==> config.mk <==
export PLATFORM = sky130hd
export DESIGN_NAME = logic_bit_exec
export DESIGN_NICKNAME = d
export VERILOG_FILES = /design/src/hw/logic_bit_pkg.sv /design/src/hw/bit_addr_gen.sv /design/src/hw/logic_bit_exec.sv
export SDC_FILE = /design/constraint.sdc
export NUM_CORES = 1
export LEC_CHECK = 0
export ABC_AREA = 1
export BUFFER_PORTS_ARGS = -buffer_cell sky130_fd_sc_hd__buf_2
export CORE_MARGIN = 2
export CORE_UTILIZATION = 40
export CTS_CLUSTER_SIZE = 16
export DETAILED_ROUTE_END_ITERATION = 10
export GPL_TIMING_DRIVEN = 0
export HOLD_SLACK_MARGIN = 0.05
export PLACE_DENSITY_LB_ADDON = 0.1
export SLEW_MARGIN = 20
export SYNTH_ARGS = -nofsm -noshare
export SYNTH_HDL_FRONTEND = slang
export SYNTH_SLANG_ARGS = --single-unit
==> constraint.sdc <==
create_clock -name clock -period 4.6 [get_ports clock]
set_input_delay 1.15 -clock clock [delete_from_list [all_inputs] [get_ports clock]]
set_output_delay 1.15 -clock clock [all_outputs]
set_load 0.005 [all_outputs]
==> src/hw/logic_bit_pkg.sv <==
// Constants, opcodes and state types for the logic and bit-operation executor.
// Assumes byte-wide program memory and nibble-wide data memory, both read combinationally.
package logic_bit_pkg;
  localparam logic [7:0]  OP_AND_IMM    = 8'hdd;
  localparam logic [7:0]  OP_PAIR_PFX   = 8'hdc;
  localparam logic [7:0]  OP_AND_PTR    = 8'h39;
  localparam logic [7:0]  OP_ADC_PTR    = 8'h3e;
  localparam logic [7:0]  OP_CARRY_AND  = 8'hf5;
  localparam logic [7:0]  OP_CARRY_OR   = 8'hf6;
  localparam logic [7:0]  OP_TEST_ZERO  = 8'hf8;
  localparam logic [7:0]  OP_BIT_CLR    = 8'hfe;
  localparam logic [7:0]  OP_BIT_SET    = 8'hff;
  localparam logic [3:0]  ADD_SKIP_HI   = 4'ha;
  localparam logic [3:0]  AND_SUBCODE   = 4'h1;
  localparam logic [1:0]  TWO_BYTE_HI   = 2'b11;
  localparam logic [3:0]  DIR_CLR       = 4'h0;
  localparam logic [3:0]  DIR_SET       = 4'h1;
  localparam logic [3:0]  DIR_TEST      = 4'h2;
  localparam logic [1:0]  SB_PAGED      = 2'b00;
  localparam logic [1:0]  SB_SHORT_LO   = 2'b10;
  localparam logic [1:0]  SB_SHORT_HI   = 2'b11;
  localparam logic [1:0]  SB_INDEX_SUB  = 2'b00;
  localparam logic [7:0]  SHORT_LO_PAGE = 8'hfb;
  localparam logic [7:0]  SHORT_HI_PAGE = 8'hff;
  localparam logic [1:0]  INDEX_TOP     = 2'b11;
  localparam logic [3:0]  BANK_ZERO     = 4'h0;
  localparam logic [3:0]  BANK_IO       = 4'hf;
  localparam logic [11:0] PC_RESET      = 12'h000;
  localparam logic [7:0]  PAIR_RESET    = 8'h00;
  localparam logic [1:0]  PAIR_ACC      = 2'h0;
  localparam logic [1:0]  PAIR_PTR      = 2'h1;
  localparam logic [1:0]  PAIR_WX       = 2'h2;
  localparam logic [1:0]  PAIR_YZ       = 2'h3;

  typedef enum logic [1:0] {ST_FIRST, ST_SECOND, ST_SKIP1, ST_SKIP2} seq_state_t;

  typedef enum logic [3:0] {
    K_NONE, K_BAD, K_AND_IMM, K_AND_PTR, K_AND_TO_ACC, K_AND_TO_PAIR,
    K_ADC, K_ADD_IMM, K_CAND, K_COR, K_TEST, K_CLR, K_SET
  } exec_kind_t;
endpackage
==> src/hw/bit_addr_gen.sv <==
// Bit operand address former: nibble address and bit select from the two opcode bytes.
// Purely combinational; the executor registers its results before they reach any pin.
`timescale 1ns/100ps
module bit_addr_gen
  import logic_bit_pkg::*;
(
  input  wire logic [7:0]  first_byte,
  input  wire logic [7:0]  second_byte,
  input  wire logic [3:0]  ptr_h,
  input  wire logic [3:0]  ptr_l,
  input  wire logic        memory_bank_enable,
  input  wire logic [3:0]  bank_sel,
  output logic      [11:0] nib_addr,
  output logic      [1:0]  bit_sel,
  output logic             addr_ok
);
  logic direct;

  always_comb begin
    direct   = (first_byte[7:6] == TWO_BYTE_HI) && (first_byte[3:0] <= DIR_TEST);
    nib_addr = {BANK_ZERO, second_byte};
    bit_sel  = second_byte[5:4];
    addr_ok  = 1'b1;
    if (direct) begin
      bit_sel = first_byte[5:4];
      // Upper half of the page maps onto the I/O bank while banking is off
      if (memory_bank_enable) begin
        nib_addr = {bank_sel, second_byte};
      end else if (second_byte[7]) begin
        nib_addr = {BANK_IO, second_byte};
      end
    end else if (second_byte[7:6] == SB_SHORT_LO) begin
      nib_addr = {SHORT_LO_PAGE, second_byte[3:0]};
    end else if (second_byte[7:6] == SB_SHORT_HI) begin
      nib_addr = {SHORT_HI_PAGE, second_byte[3:0]};
    end else if (second_byte[7:6] == SB_PAGED) begin
      nib_addr = {BANK_ZERO, ptr_h, second_byte[3:0]};
    end else if (second_byte[5:4] == SB_INDEX_SUB) begin
      nib_addr = {BANK_IO, INDEX_TOP, second_byte[3:0], ptr_l[3:2]};
      bit_sel  = ptr_l[1:0];
    end else begin
      addr_ok = 1'b0;
    end
  end
endmodule

==> src/hw/logic_bit_exec.sv <==
// Executor for logical AND, carry bit AND/OR, bit clear/set and test-skip-if-zero.
// Assumes program and data memories answer combinationally to the registered addresses.
// One machine cycle is two enabled clocks: phase 0 fetches, phase 1 executes.
`timescale 1ns/100ps

// Behaviour
// - AND writes source AND destination into destination, source left alone.
// - AND accumulator immediate: bytes 11011101, 0001 plus immediate; two cycles.
// - AND accumulator with pointer_pair nibble: one byte 00111001, one cycle.
// - Pair AND: 11011100, then 0001, direction, pair select, zero; two cycles.
// - Carry AND bit clears carry when the bit is zero, else keeps it.
// - Carry AND bit forms start 11110101, two bytes, two cycles.
// - Indexed form: 0100 plus a5..a2, L3-2 join address, L1-0 pick bit.
// - Paged form: 00, bit select, four address bits behind H.
// - Bit clear forces only the chosen bit to zero.
// - Bit clear: direct 11bb0000 plus address, others 11111110; two cycles.
// - Bit set forces only the chosen bit to one.
// - Bit set: direct 11bb0001 plus address, others 11111111; two cycles.
// - Carry OR bit: carry gets carry OR bit, byte 11110110, two cycles.
// - Test skips the next instruction when the bit is zero, bit untouched.
// - Test forms take two bytes, two cycles plus skip cycles.
// - Add-skip right after add-with-carry from memory makes no own skip.
// - Add-with-carry overflow skips a directly following add-skip immediate.
module logic_bit_exec
  import logic_bit_pkg::*;
(
  input  wire logic        clock,
  input  wire logic        rstn,
  input  wire logic        clk_en,
  input  wire logic [7:0]  prog_byte,
  input  wire logic [3:0]  dm_rdata,
  input  wire logic        memory_bank_enable,
  input  wire logic [3:0]  bank_sel,
  input  wire logic        preset_we,
  input  wire logic [1:0]  preset_sel,
  input  wire logic [7:0]  preset_val,
  input  wire logic        preset_carry,
  output logic      [11:0] prog_addr,
  output logic      [11:0] dm_addr,
  output logic             dm_we,
  output logic      [3:0]  dm_wdata,
  output logic      [7:0]  extended_accumulator,
  output logic      [7:0]  pointer_pair,
  output logic      [7:0]  pair_wx,
  output logic      [7:0]  pair_yz,
  output logic             carry,
  output logic             instr_done,
  output logic             skip_taken,
  output logic             bad_op
);
  seq_state_t  st_r;
  exec_kind_t  kind;
  logic        phase_r;
  logic [11:0] pc_r;
  logic [7:0]  ir_r;
  logic [7:0]  op2_r;
  logic [1:0]  bit_sel_r;
  logic        addr_ok_r;
  logic        skip_len2_r;
  logic        after_adc_r;
  logic        adc_ovf_r;
  logic [7:0]  pair_r [4];
  logic        carry_r;
  logic [11:0] dm_addr_r;
  logic        dm_we_r;
  logic [3:0]  dm_wdata_r;
  logic        done_r;
  logic        skip_r;
  logic        bad_r;
  logic [11:0] gen_addr;
  logic [11:0] ptr_addr;
  logic [1:0]  gen_bit;
  logic        gen_ok;
  logic        exec;
  logic        bit_val;
  logic        two_byte;
  logic        skip_now;
  logic        discard_imm;
  logic [3:0]  acc;
  logic [3:0]  bit_mask;
  logic [7:0]  pair_src;
  logic [4:0]  adc_sum;
  logic [4:0]  imm_sum;

  // ==========================================================================
  // Operand forming
  bit_addr_gen u_addr (
    .first_byte         (ir_r),
    .second_byte        (prog_byte),
    .ptr_h              (pair_r[PAIR_PTR][7:4]),
    .ptr_l              (pair_r[PAIR_PTR][3:0]),
    .memory_bank_enable (memory_bank_enable),
    .bank_sel           (bank_sel),
    .nib_addr           (gen_addr),
    .bit_sel            (gen_bit),
    .addr_ok            (gen_ok)
  );

  assign exec     = clk_en & phase_r;
  assign acc      = pair_r[PAIR_ACC][3:0];
  assign pair_src = pair_r[op2_r[2:1]];
  assign ptr_addr = {memory_bank_enable ? bank_sel : BANK_ZERO, pair_r[PAIR_PTR]};
  assign bit_val  = dm_rdata[bit_sel_r];
  assign bit_mask = 4'h1 << bit_sel_r;
  assign two_byte = ir_r[7:6] == TWO_BYTE_HI;
  assign adc_sum  = {1'b0, acc} + {1'b0, dm_rdata} + {4'h0, carry_r};
  assign imm_sum  = {1'b0, acc} + {1'b0, ir_r[3:0]};

  // ==========================================================================
  // Decode of the instruction in its execute phase
  always_comb begin
    kind = K_NONE;
    if (st_r == ST_FIRST && !two_byte) begin
      if (ir_r == OP_AND_PTR) begin
        kind = K_AND_PTR;
      end else if (ir_r == OP_ADC_PTR) begin
        kind = K_ADC;
      end else if (ir_r[7:4] == ADD_SKIP_HI) begin
        kind = K_ADD_IMM;
      end else begin
        kind = K_BAD;
      end
    end else if (st_r == ST_SECOND) begin
      if (ir_r == OP_AND_IMM) begin
        kind = (op2_r[7:4] == AND_SUBCODE) ? K_AND_IMM : K_BAD;
      end else if (ir_r == OP_PAIR_PFX) begin
        if (op2_r[7:4] != AND_SUBCODE || op2_r[0]) begin
          kind = K_BAD;
        end else if (op2_r[3]) begin
          kind = K_AND_TO_ACC;
        end else begin
          kind = K_AND_TO_PAIR;
        end
      end else if (!addr_ok_r) begin
        kind = K_BAD;
      end else if (ir_r == OP_CARRY_AND) begin
        kind = K_CAND;
      end else if (ir_r == OP_CARRY_OR) begin
        kind = K_COR;
      end else if (ir_r == OP_TEST_ZERO || ir_r[3:0] == DIR_TEST) begin
        kind = K_TEST;
      end else if (ir_r == OP_BIT_CLR || ir_r[3:0] == DIR_CLR) begin
        kind = K_CLR;
      end else if (ir_r == OP_BIT_SET || ir_r[3:0] == DIR_SET) begin
        kind = K_SET;
      end else begin
        kind = K_BAD;
      end
    end
  end

  assign skip_now    = (kind == K_TEST && !bit_val)
                     || (kind == K_ADD_IMM && imm_sum[4] && !after_adc_r);
  assign discard_imm = kind == K_ADD_IMM && after_adc_r && adc_ovf_r;

  // ==========================================================================
  // Sequencer: one byte per machine cycle, skips included
  always_ff @(posedge clock or negedge rstn) begin
    if (!rstn) begin
      st_r        <= ST_FIRST;
      phase_r     <= 1'b0;
      pc_r        <= PC_RESET;
      ir_r        <= PAIR_RESET;
      op2_r       <= PAIR_RESET;
      bit_sel_r   <= 2'b00;
      addr_ok_r   <= 1'b0;
      skip_len2_r <= 1'b0;
      after_adc_r <= 1'b0;
      adc_ovf_r   <= 1'b0;
    end else if (clk_en) begin
      phase_r <= !phase_r;
      if (!phase_r) begin
        pc_r <= pc_r + 12'h001;
        case (st_r)
          ST_FIRST: begin
            ir_r <= prog_byte;
          end
          ST_SECOND: begin
            op2_r     <= prog_byte;
            bit_sel_r <= gen_bit;
            addr_ok_r <= gen_ok;
          end
          ST_SKIP1: begin
            // Only the prefix pattern is known here; length is inferred from it
            skip_len2_r <= prog_byte[7:6] == TWO_BYTE_HI;
          end
          default: begin
          end
        endcase
      end else begin
        case (st_r)
          ST_FIRST: begin
            if (two_byte) begin
              st_r <= ST_SECOND;
            end else begin
              st_r        <= skip_now ? ST_SKIP1 : ST_FIRST;
              after_adc_r <= kind == K_ADC;
              adc_ovf_r   <= adc_sum[4];
            end
          end
          ST_SECOND: begin
            st_r        <= skip_now ? ST_SKIP1 : ST_FIRST;
            after_adc_r <= 1'b0;
          end
          ST_SKIP1: begin
            st_r        <= skip_len2_r ? ST_SKIP2 : ST_FIRST;
            after_adc_r <= 1'b0;
          end
          default: begin
            st_r <= ST_FIRST;
          end
        endcase
      end
    end
  end

  // ==========================================================================
  // Data memory port; a write issued in phase 1 lands at the end of phase 0
  always_ff @(posedge clock or negedge rstn) begin
    if (!rstn) begin
      dm_addr_r  <= PC_RESET;
      dm_we_r    <= 1'b0;
      dm_wdata_r <= 4'h0;
    end else if (clk_en) begin
      if (!phase_r) begin
        dm_we_r <= 1'b0;
        if (st_r == ST_FIRST) begin
          dm_addr_r <= ptr_addr;
        end else if (st_r == ST_SECOND) begin
          dm_addr_r <= gen_addr;
        end
      end else if (kind == K_CLR) begin
        dm_we_r    <= 1'b1;
        dm_wdata_r <= dm_rdata & ~bit_mask;
      end else if (kind == K_SET) begin
        dm_we_r    <= 1'b1;
        dm_wdata_r <= dm_rdata | bit_mask;
      end
    end
  end

  // ==========================================================================
  // Register pairs; the preset port stands in for the rest of the core
  always_ff @(posedge clock or negedge rstn) begin
    if (!rstn) begin
      for (int i = 0; i < 4; i++) begin
        pair_r[i] <= PAIR_RESET;
      end
    end else if (clk_en) begin
      if (preset_we) begin
        pair_r[preset_sel] <= preset_val;
      end else if (exec) begin
        case (kind)
          K_AND_PTR:     pair_r[PAIR_ACC][3:0] <= acc & dm_rdata;
          K_AND_IMM:     pair_r[PAIR_ACC][3:0] <= acc & op2_r[3:0];
          K_AND_TO_ACC:  pair_r[PAIR_ACC] <= pair_r[PAIR_ACC] & pair_src;
          K_AND_TO_PAIR: pair_r[op2_r[2:1]] <= pair_src & pair_r[PAIR_ACC];
          K_ADC:         pair_r[PAIR_ACC][3:0] <= adc_sum[3:0];
          K_ADD_IMM: begin
            if (!discard_imm) begin
              pair_r[PAIR_ACC][3:0] <= imm_sum[3:0];
            end
          end
          default: begin
          end
        endcase
      end
    end
  end

  // ==========================================================================
  // Carry flag
  always_ff @(posedge clock or negedge rstn) begin
    if (!rstn) begin
      carry_r <= 1'b0;
    end else if (clk_en) begin
      if (preset_we) begin
        carry_r <= preset_carry;
      end else if (exec && kind == K_ADC) begin
        carry_r <= adc_sum[4];
      end else if (exec && kind == K_CAND && !bit_val) begin
        carry_r <= 1'b0;
      end else if (exec && kind == K_COR) begin
        carry_r <= carry_r | bit_val;
      end
    end
  end

  // ==========================================================================
  // Status pulses, one per machine cycle
  always_ff @(posedge clock or negedge rstn) begin
    if (!rstn) begin
      done_r <= 1'b0;
      skip_r <= 1'b0;
      bad_r  <= 1'b0;
    end else if (clk_en) begin
      done_r <= exec && kind != K_NONE;
      skip_r <= exec && (skip_now || discard_imm);
      bad_r  <= exec && kind == K_BAD;
    end
  end

  assign prog_addr            = pc_r;
  assign dm_addr              = dm_addr_r;
  assign dm_we                = dm_we_r;
  assign dm_wdata             = dm_wdata_r;
  assign extended_accumulator = pair_r[PAIR_ACC];
  assign pointer_pair         = pair_r[PAIR_PTR];
  assign pair_wx              = pair_r[PAIR_WX];
  assign pair_yz              = pair_r[PAIR_YZ];
  assign carry                = carry_r;
  assign instr_done           = done_r;
  assign skip_taken           = skip_r;
  assign bad_op               = bad_r;
endmodule

==> impl_results.md, run 1 <==
* DR iter-0 viols at 333
* Crit path required time at 4.87 ns
* Post-synth EDFFs at 0
* Worst-margin pin slew at 0.610 ns
* Row Count at 43
* Crit path DAT at 3.28 ns
* Port bufs at 96
* First-pass GRT wire length at 27400 um
* Syn_area_per_cell at 7.22 um2
* Layout cells sized above 1 at 0.173
* Clock Sinks at 90
* Final TNS setup at 0 ns
* Post-synth top cells: nand2_1, inv_1, dfrtp_1
* Core Box Area at 13800 um2
* Final net count at 934
* Slowest-stage cell, CP: nor2_1
* Slew HR at 0.594
* Clk_lat worst skew at 0.36 ns
* CP Class: in2reg
* Max IR drop VDD at 0.285 mV
* DR WL/cell at 15.7 um
* N_diodes at 0
* CTS Buf Count at 9
* Delay-heaviest family, CP: simple AND/OR/NAND/NOR gates
* Post-synth top flop: dfrtp_1
* Syn. warnings at 0
* Crit-path cells: buf_2 -> inv_1 -> nor2_2 -> inv_1 -> nor2_1 -> inv_1 -> nand2_1 -> buf_2 -> nor2_1 -> a31oi_1
* Total gr overflow at 0
* Async set or reset register ratio after synthesis at 1.00
* Type of element launching the critical path: input port
* Via count at 5661
* Status: completed
* Ranking of synthesized cells by area: dfrtp_1, nand2_1, o21ai_0
* Dominant cell type by area after synthesis: dfrtp_1
* Initial antenna violation count at 0
* Top-count cell post-synth: nand2_1
* Syn nets at 826
* Largest net degree at the start of global routing at 73
* DIE HEIGHT at 123 um
* Final worst path period need at 3.00 ns
* GPL Wtd Cong at 0.896
* H-tree Lvls at 3
* DIE AREA at 15000 um2
* Flop and latch count out of synthesis at 90
* Max-slew violation total from the final report at 0
* Drt drc at 0
* CTS Hold Bufs at 0
* # Max-Cap Violations at 0
* Worst clock skew at 0.0102 ns
* Sequential-to-total area share from yosys stat at 0.401
* Post-synth cell types at 45
* Root Driver: clkbuf_16
* Total power at 3.79 mW
* Fin. Hold Viols at 0
* Antenna Nets Post-Route at 0
* Hpwl dp at 12900 um
* Chip width at 123 um
* 1st-pass router iterations at 5
* Vias in the first global route at 5499
* GRT Util Overall at 0.238
* Worst hold path class: reg2reg
* Cells after Synth at 779
* Max Clock Freq at 333 MHz
* Most frequent CP cell: inv_1
* Max FO, Critical Path at 10
* Setup violators final at 0
* Post CTS Setup Buffer Count at 0
* Leakage at 3.44 nW
* Clock slew at reported path FFs at 0.06 ns
* Final cycle utilization of the critical path at 0.652
* Synth top area share at 0.401
* Routed vias/inst at 5.28
* Clk buf depth at 2
* Mapped Area at 5620 um2
* RSZ-0062 raised after global routing: no
* WP buf/inv at 5
* Initial Util at 0.407
* Max stage delay on crit path at 0.42 ns
* CTS tree: built
* Layout area overhead at 19.2%
* Ports at 97
* Post-cts resize count at 0
* Final wirelength at 16800 um
* Setup crit end kind: flip-flop
* Power Density at 566 nW/um2
[through the flow]
| stage | cell area (um2) | hold slack, ns | cells | util | setup slack (ns) |
|---|---|---|---|---|---|
| after floorplan | 5620 | 0.452 | 779 | - | 2.10 |
| after global placement | 6330 | 0.457 | 1055 | 0.458 | 1.23 |
| after detailed placement | 6360 | 0.471 | 1056 | 0.460 | 1.17 |
| after CTS | 6710 | 0.487 | 1072 | 0.485 | 1.53 |
| after global routing | 6710 | 0.503 | 1072 | 0.485 | 1.36 |
| final | 6710 | 0.482 | 1072 | 0.485 | 1.60 |
[worst reg2reg max path, stage by stage (launching register included)]
cell and delay (ns):
dfrtp_1 0.41, inv_1 0.10, ha_1 0.15, buf_2 0.24
inv_2 0.11, nor2_2 0.25, inv_1 0.20, nor2_1 0.19
inv_1 0.07, nand2_2 0.18, nand2_1 0.12, nor2_1 0.14
nand3b_1 0.12, nand2_1 0.19, inv_1 0.12, nor2_1 0.10
a21oi_1 0.05
[report_power, final]
| part | total, mW | switching (mW) | internal [mW] |
|---|---|---|---|
| combinational | 1.59 | 1.00 | 0.588 |
| sequential | 1.34 | 0.282 | 1.06 |
| clock | 0.860 | 0.329 | 0.531 |
| total | 3.79 | 1.61 | 2.18 |
[path summary, 6_finish.rpt]
| path | from | endpoint | slack (ns) | depth (start not counted) |
|---|---|---|---|---|
| max in group asynchronous | rstn | dm_wdata[1] | 3.33 | 2 |
| worst min register to register | instr_done | instr_done | 0.48 | 2 |
| worst max register to register | st_r[0] | extended_accumulator[2] | 1.75 | 16 |
| worst max-delay path | clk_en | dm_addr[2] | 1.60 | 10 |
| worst min-delay path | instr_done | instr_done | 0.48 | 2 |
| min in group asynchronous | rstn | dm_addr[9] | 0.62 | 1 |
[cell families (layout without fill, tap and decap cells)]
group                    after synthesis  after routing  share of synthesized area
adder cells (fa/ha/maj)               15             15                     0.0374
AO/OA/AOI/OAI                        163            163                      0.171
XOR/XNOR                              13             13                     0.0202
AND/OR/NAND/NOR                      371            371                      0.282
multiplexers                           1              1                    0.00200
flip-flops                            90             90                      0.401
buffers and inverters                126            239                     0.0874
[registers in the layout (all words and copies together) (netlist names), 2 cells and up]
name and flops:
extended_accumulator 8, bit_sel_r 2, dm_wdata 4, pair_wx 8
st_r 2, op2_r 8, ir_r 8, dm_addr 12
pointer_pair 8, pair_yz 8, prog_addr 12
[per-layer routing]
layer,track usage,part of all wire,vias to the layer above
li1,-,-,2783
met2,0.371,0.45,197
met3,0.0446,0.057,37
met4,0.0984,0.027,0
met5,0,0,-
met1,0.324,0.46,2644
[layout by cell type, fill, tap and decap left out, types with 8 or more instances in the layout]
cell / count
clkbuf_1: 8
nand4_1: 18
ha_1: 12
inv_1: 103
o21ai_0: 79
nand3_1: 35
dfrtp_1: 90
nand2_1: 215
a31oi_1: 9
nand2_2: 8
nor2_1: 69
a21oi_1: 22
o22ai_1: 24
clkbuf_16: 9
buf_2: 102
[final cells by class]
| cell class | count | area (um2) |
|---|---|---|
| buffer | 16 | 76.3 |
| clock buffer | 9 | 225 |
| clock inverter | 7 | 118 |
| fill | 1429 | 7120 |
| inverter | 110 | 415 |
| multi-input combinational | 563 | 2880 |
| sequential | 90 | 2250 |
| tap | 180 | 225 |
| timing repair buffer | 97 | 514 |
(Power assumes the default switching activity.)
==> run 2: changes to the inputs <==
- ABC_AREA: 1 -> 0
- clock period: 4.6 -> 3.1 ns (I/O delays scaled with it)
==> run 2 against run 1 <==
  * Sequential share of layout area rose by 1.0 points
  * Cell count shrank 21%
  * Flip-flop and latch count did not move
  * Clock skew shrank 0.0023 ns
  * Non-clock buffer count rose by 14
  * Highest routed layer unchanged
  * Count of clock-buffer cells in the layout stayed put
  * Critical endpoint is now extended_accumulator[2]
==> impl_results.md, run 2 <==
* Largest net degree at the start of global routing at 59
* Crit path DAT at 3.25 ns
* Clock Power Share at 0.181
* CTS Buf Count at 9
* Ranking of synthesized cells by area: dfrtp_1, mux2_2, a21oi_1
* # Max-Cap Violations at 0
* Final TNS setup at 0 ns
* Post-synth top flop: dfrtp_1
* Layout cells sized above 1 at 0.249
* Clock Sinks at 90
* Placed cell area at 6170 um2
* Initial Util at 0.411
* 1st-pass router iterations at 6
* Synth top area share at 0.414
* N_diodes at 0
* Clk_lat worst skew at 0.35 ns
* First-pass GRT wire length at 25600 um
* Syn_area_per_cell at 9.70 um2
* Root Driver: clkbuf_16
* Max-slew violation total from the final report at 0
* Cell Count, Final, Fillers Out at 847
* Syn nets at 608
* Final net count at 714
* Dpl cells at 833
* Final worst path period need at 3.01 ns
* Worst-margin pin slew at 1.03 ns
* DIE AREA at 14500 um2
* Port bufs at 95
* Flop and latch count out of synthesis at 90
* H-tree Lvls at 3
* Psw at 2.58 mW
* Layout area overhead at 19.7%
* Ports at 97
* Antenna Nets Post-Route at 0
* Hpwl dp at 12000 um
* Crit path required time at 3.33 ns
* Syn. warnings at 0
* Row Count at 42
* Total gr overflow at 0
* Async set or reset register ratio after synthesis at 1.00
* Chip width at 121 um
* Final instance area at 6510 um2
* Dominant cell type by area after synthesis: dfrtp_1
* Internal at 3.51 mW
* Post-synth cell types at 79
* CTS Hold Bufs at 0
* Leakage at 2.91 nW
* Net Sw Frac at 0.423
* GPL Wtd Cong at 0.913
* Final wirelength at 16200 um
* Synth Area in Adders at 0.0386
* DR WL/cell at 19.1 um
* DR iter-0 viols at 257
* Commonest non-fill, non-tap cells in the layout: buf_2, dfrtp_1, nand2_1
* WHS at 0.312 ns
* Power share of the sequential group at 0.349
* Status: completed
* Mapped Area at 5440 um2
* Slew HR at 0.315
* Top-count cell post-synth: dfrtp_1
* GRT Util Overall at 0.225
* Max Clock Freq at 332 MHz
* Sequential-to-total area share from yosys stat at 0.414
* Logic pwr share at 0.470
* Routed vias/inst at 5.85
* Max FO, Critical Path at 10
* Setup crit end kind: flip-flop
* Vias in the first global route at 4860
* Post CTS Setup Buffer Count at 0
* Setup violators final at 0
* Cells after Synth at 561
* Total power at 6.09 mW
* Post-Synth Simple-Gate Area at 0.148
* Type of element launching the critical path: flip-flop
* DIE HEIGHT at 121 um
* CP Class: reg2reg
* CTS tree: built
* Power Density at 935 nW/um2
* Via count at 4952
* Final cycle utilization of the critical path at 0.972
* Max IR drop VDD at 0.345 mV
* Post-synthesis mux area share at 0.0835
* Post-synth top cells: dfrtp_1, nand2_1, a21oi_1
* Initial antenna violation count at 0
* Drt drc at 0
* XOR/XNOR Fraction of Synth Area at 0.0274
* Clock slew at reported path FFs at 0.06 ns
* Post-synth EDFFs at 0
* RSZ-0062 raised after global routing: no
* Most common cell after layout, fill and taps aside: buf_2
* Largest family of logic cells by synthesized area: compound AO/OA/AOI/OAI gates
* Worst clock skew at 0.00787 ns
* Fin. Hold Viols at 0
* Core Box Area at 13200 um2
* Worst hold path class: in2async
* Clk buf depth at 2
* Synth Area in Compound Gates at 0.251
[run 2: power by group through the flow]
stage                     clock network, mW  registers (mW)  logic [mW]
after floorplan                           0            2.01        1.88
after global placement                    0            2.12        2.77
after detailed placement                  0            2.13        2.80
after CTS                              1.14            2.12        2.83
after global routing                   1.18            2.19        3.15
final                                  1.10            2.13        2.86
[run 2: area by class of cell]
type	instances	area, um2
Fill cell	1324	6730
Multi-Input combinational cell	421	3030
Sequential cell	90	2250
Timing Repair Buffer	96	509
Clock buffer	9	225
Tap cell	176	220
Buffer	31	145
Inverter	18	67.6
Clock inverter	6	66.3
[run 2: stage by stage]
stage,worst slack (ns),utilization
after CTS,0.0305,0.489
after global placement,-0.340,0.463
after floorplan,0.419,-
after detailed placement,-0.328,0.466
final,0.0872,0.492
after global routing,0.00538,0.492
[run 2: timing repair]
item                                    in CTS  in global routing
gates cloned                                 0                  0
pin swaps                                    0                  1
endpoints found under the setup margin      38                 39
gates resized for setup                      5                 15
[run 2: worst paths after layout]
| check | from | slack, ns | to | depth (start not counted) |
|---|---|---|---|---|
| worst min-delay path | rstn | 0.31 | dm_wdata[2] | 1 |
| max in group asynchronous | rstn | 2.18 | op2_r[1] | 2 |
| worst min register to register | prog_addr[11] | 0.47 | prog_addr[11] | 1 |
| worst max-delay path | ir_r[2] | 0.09 | extended_accumulator[2] | 10 |
| min in group clock | prog_addr[11] | 0.47 | prog_addr[11] | 1 |
| worst max register to register | ir_r[2] | 0.09 | extended_accumulator[2] | 10 |
[run 2: worst max-delay path, cell delays in order (launching register included)]
cell	delay [ns]
dfrtp_1	0.43
clkbuf_2	0.20
or3_1	0.42
a211o_1	0.28
a21oi_1	0.23
o21bai_2	0.15
clkbuf_4	0.23
o211ai_1	0.21
o21ai_0	0.14
a221o_1	0.36
o31a_1	0.24
[run 2: cells by family after synthesis]
group                      count (synthesis)
AOI/OAI and AO/OA                        196
and+or+nand+nor                          152
DFF                                       90
buffers and inverters                     50
muxes                                     41
xor gates and xnor gates                  17
adders and majority gates                 15
[run 2: per-layer routing]
metal	track usage	routed length (um)	vias up	share of wire
met5	0	0	-	0
met4	0.0952	425	0	0.026
met3	0.0297	724	33	0.045
met2	0.365	7680	159	0.47
met1	0.303	7370	2436	0.46
li1	-	-	2324	-
==> run 3: changes to the inputs <==
- PLACE_DENSITY: default -> 0.66
- PLACE_DENSITY_LB_ADDON: 0.1 -> default
==> run 3 against run 2 <==
  * Die area stayed put
  * Largest power group unchanged
  * Clock skew is 0.00062 ns lower
  * Register-to-register slack hardly changed
  * Critical endpoint is now extended_accumulator[0]
==> impl_results.md, run 3 (synthesis results as in run 2) <==
* Internal at 3.45 mW
* GPL Wtd Cong at 0.927
* Max Clock Freq at 333 MHz
* Chip width at 121 um
* 1st-pass router iterations at 8
* Crit-path cells: buf_1 -> nor2_1 -> o21ai_2 -> a2111o_1 -> a32o_1 -> buf_6 -> or4b_4 -> a31oi_4 -> or2_4 -> o21ai_0
* Power share of the sequential group at 0.350
* Initial Util at 0.411
* Antenna Nets Post-Route at 0
* DR iter-0 viols at 398
* Row Count at 42
* Logic pwr share at 0.472
* Layout area overhead at 20.2%
* Slowest-stage cell, CP: or4b_4
* Delay-heaviest family, CP: compound AO/OA/AOI/OAI gates
* RSZ-0062 raised after global routing: no
* Cell Count, Final, Fillers Out at 851
* Clock Sinks at 90
* DIE AREA at 14500 um2
* Worst hold path class: in2async
* Max-slew violation total from the final report at 0
* Routed vias/inst at 5.92
* Total gr overflow at 0
* R2r startpoint: ir_r[1]
* Dpl cells at 833
* Drt drc at 0
* First-pass GRT wire length at 25700 um
* Root Driver: clkbuf_16
* Crit path required time at 3.32 ns
* Final wirelength at 16000 um
* Clk buf depth at 2
* Layout fillers at 1263
* Commonest non-fill, non-tap cells in the layout: buf_2, dfrtp_1, nand2_1
* CP Class: reg2reg
* Clk_lat worst skew at 0.36 ns
* N_diodes at 0
* CTS Buf Count at 9
* Final cycle utilization of the critical path at 0.970
* GRT Util Overall at 0.226
* Port bufs at 95
* DR WL/cell at 18.8 um
* Instance count on the critical path at 10
* Net Sw Frac at 0.433
* Leakage at 2.92 nW
* WP buf/inv at 2
* Most common cell after layout, fill and taps aside: buf_2
* Final TNS setup at 0 ns
* Crit path DAT at 3.23 ns
* Dpl ws at -0.336 ns
* Via count at 5034
* Vias in the first global route at 5049
* Layout cells sized above 1 at 0.250
* Setup crit end kind: flip-flop
* CTS tree: built
* DIE HEIGHT at 121 um
* Worst Reg-to-Reg Cells at 10
* Initial antenna violation count at 0
* Max stage delay on crit path at 0.55 ns
* Max IR drop VDD at 0.483 mV
* Status: completed
* Type of element launching the critical path: flip-flop
* Max FO, Critical Path at 10
* Worst-margin pin slew at 1.03 ns
* Power Density at 931 nW/um2
* Hpwl dp at 11900 um
* # Max-Cap Violations at 0
* Setup violators final at 0
* Core Box Area at 13200 um2
* Ports at 97
* Worst clock skew at 0.00725 ns
* Final worst path period need at 3.01 ns
* Setup slack, reg-to-reg at 0.09 ns
* Psw at 2.64 mW
* Clock Power Share at 0.178
* CTS Hold Bufs at 0
* Slew HR at 0.310
* Final net count at 717
* Fin worst setup slack at 0.0934 ns
* H-tree Lvls at 3
* Largest net degree at the start of global routing at 61
* Fin. Hold Viols at 0
* Clock slew at reported path FFs at 0.07 ns
* CP startpoint: ir_r[1]
[run 3: power groups by stage]
stage / clock network (mW) / logic [mW] / registers, mW
2_1_floorplan: 0 / 1.88 / 2.01
3_3_place_gp: 0 / 2.75 / 2.12
3_5_place_dp: 0 / 2.80 / 2.13
4_1_cts: 1.11 / 2.83 / 2.12
5_1_grt: 1.16 / 3.16 / 2.20
6_report: 1.09 / 2.88 / 2.13
[run 3: timing repair]
item,4_1_cts,5_1_grt
setup endpoints to repair,37,38
endpoints found under the hold margin,0,0
resized for setup,5,10
buffers inserted,0,3
[run 3: path summary, 6_finish.rpt]
kind,to
max,extended_accumulator[0]
min,dm_addr[11]
max reg2reg,extended_accumulator[0]
min reg2reg,dm_addr[10]
max in group asynchronous,skip_taken
min in group clock,dm_addr[10]
[run 3: stage by stage]
step	area, um2	power, mW	hold WS [ns]	util
2_1_floorplan	5440	3.89	0.468	-
3_3_place_gp	6130	4.87	0.454	0.463
3_5_place_dp	6170	4.93	0.472	0.466
4_1_cts	6490	6.06	0.294	0.490
5_1_grt	6540	6.52	0.305	0.494
6_report	6540	6.09	0.292	0.494
[run 3: cell type report]
type,count,area [um2],share of cell area
plain buffers,31,138,0.0210
clock buffers,9,225,0.0344
clock inverters,7,68.8,0.0105
inverters,18,67.6,0.0103
multi-input cells,421,3040,0.464
flip-flops and latches,90,2250,0.344
well taps,176,220,0.0337
repair buffers,99,532,0.0813
[run 3: routing by layer]
metal | share of wire | wire length (um) | track usage
met5 | 0 | 0 | 0
met4 | 0.027 | 430 | 0.0901
met3 | 0.054 | 872 | 0.0443
met2 | 0.49 | 7790 | 0.367
met1 | 0.43 | 6940 | 0.298
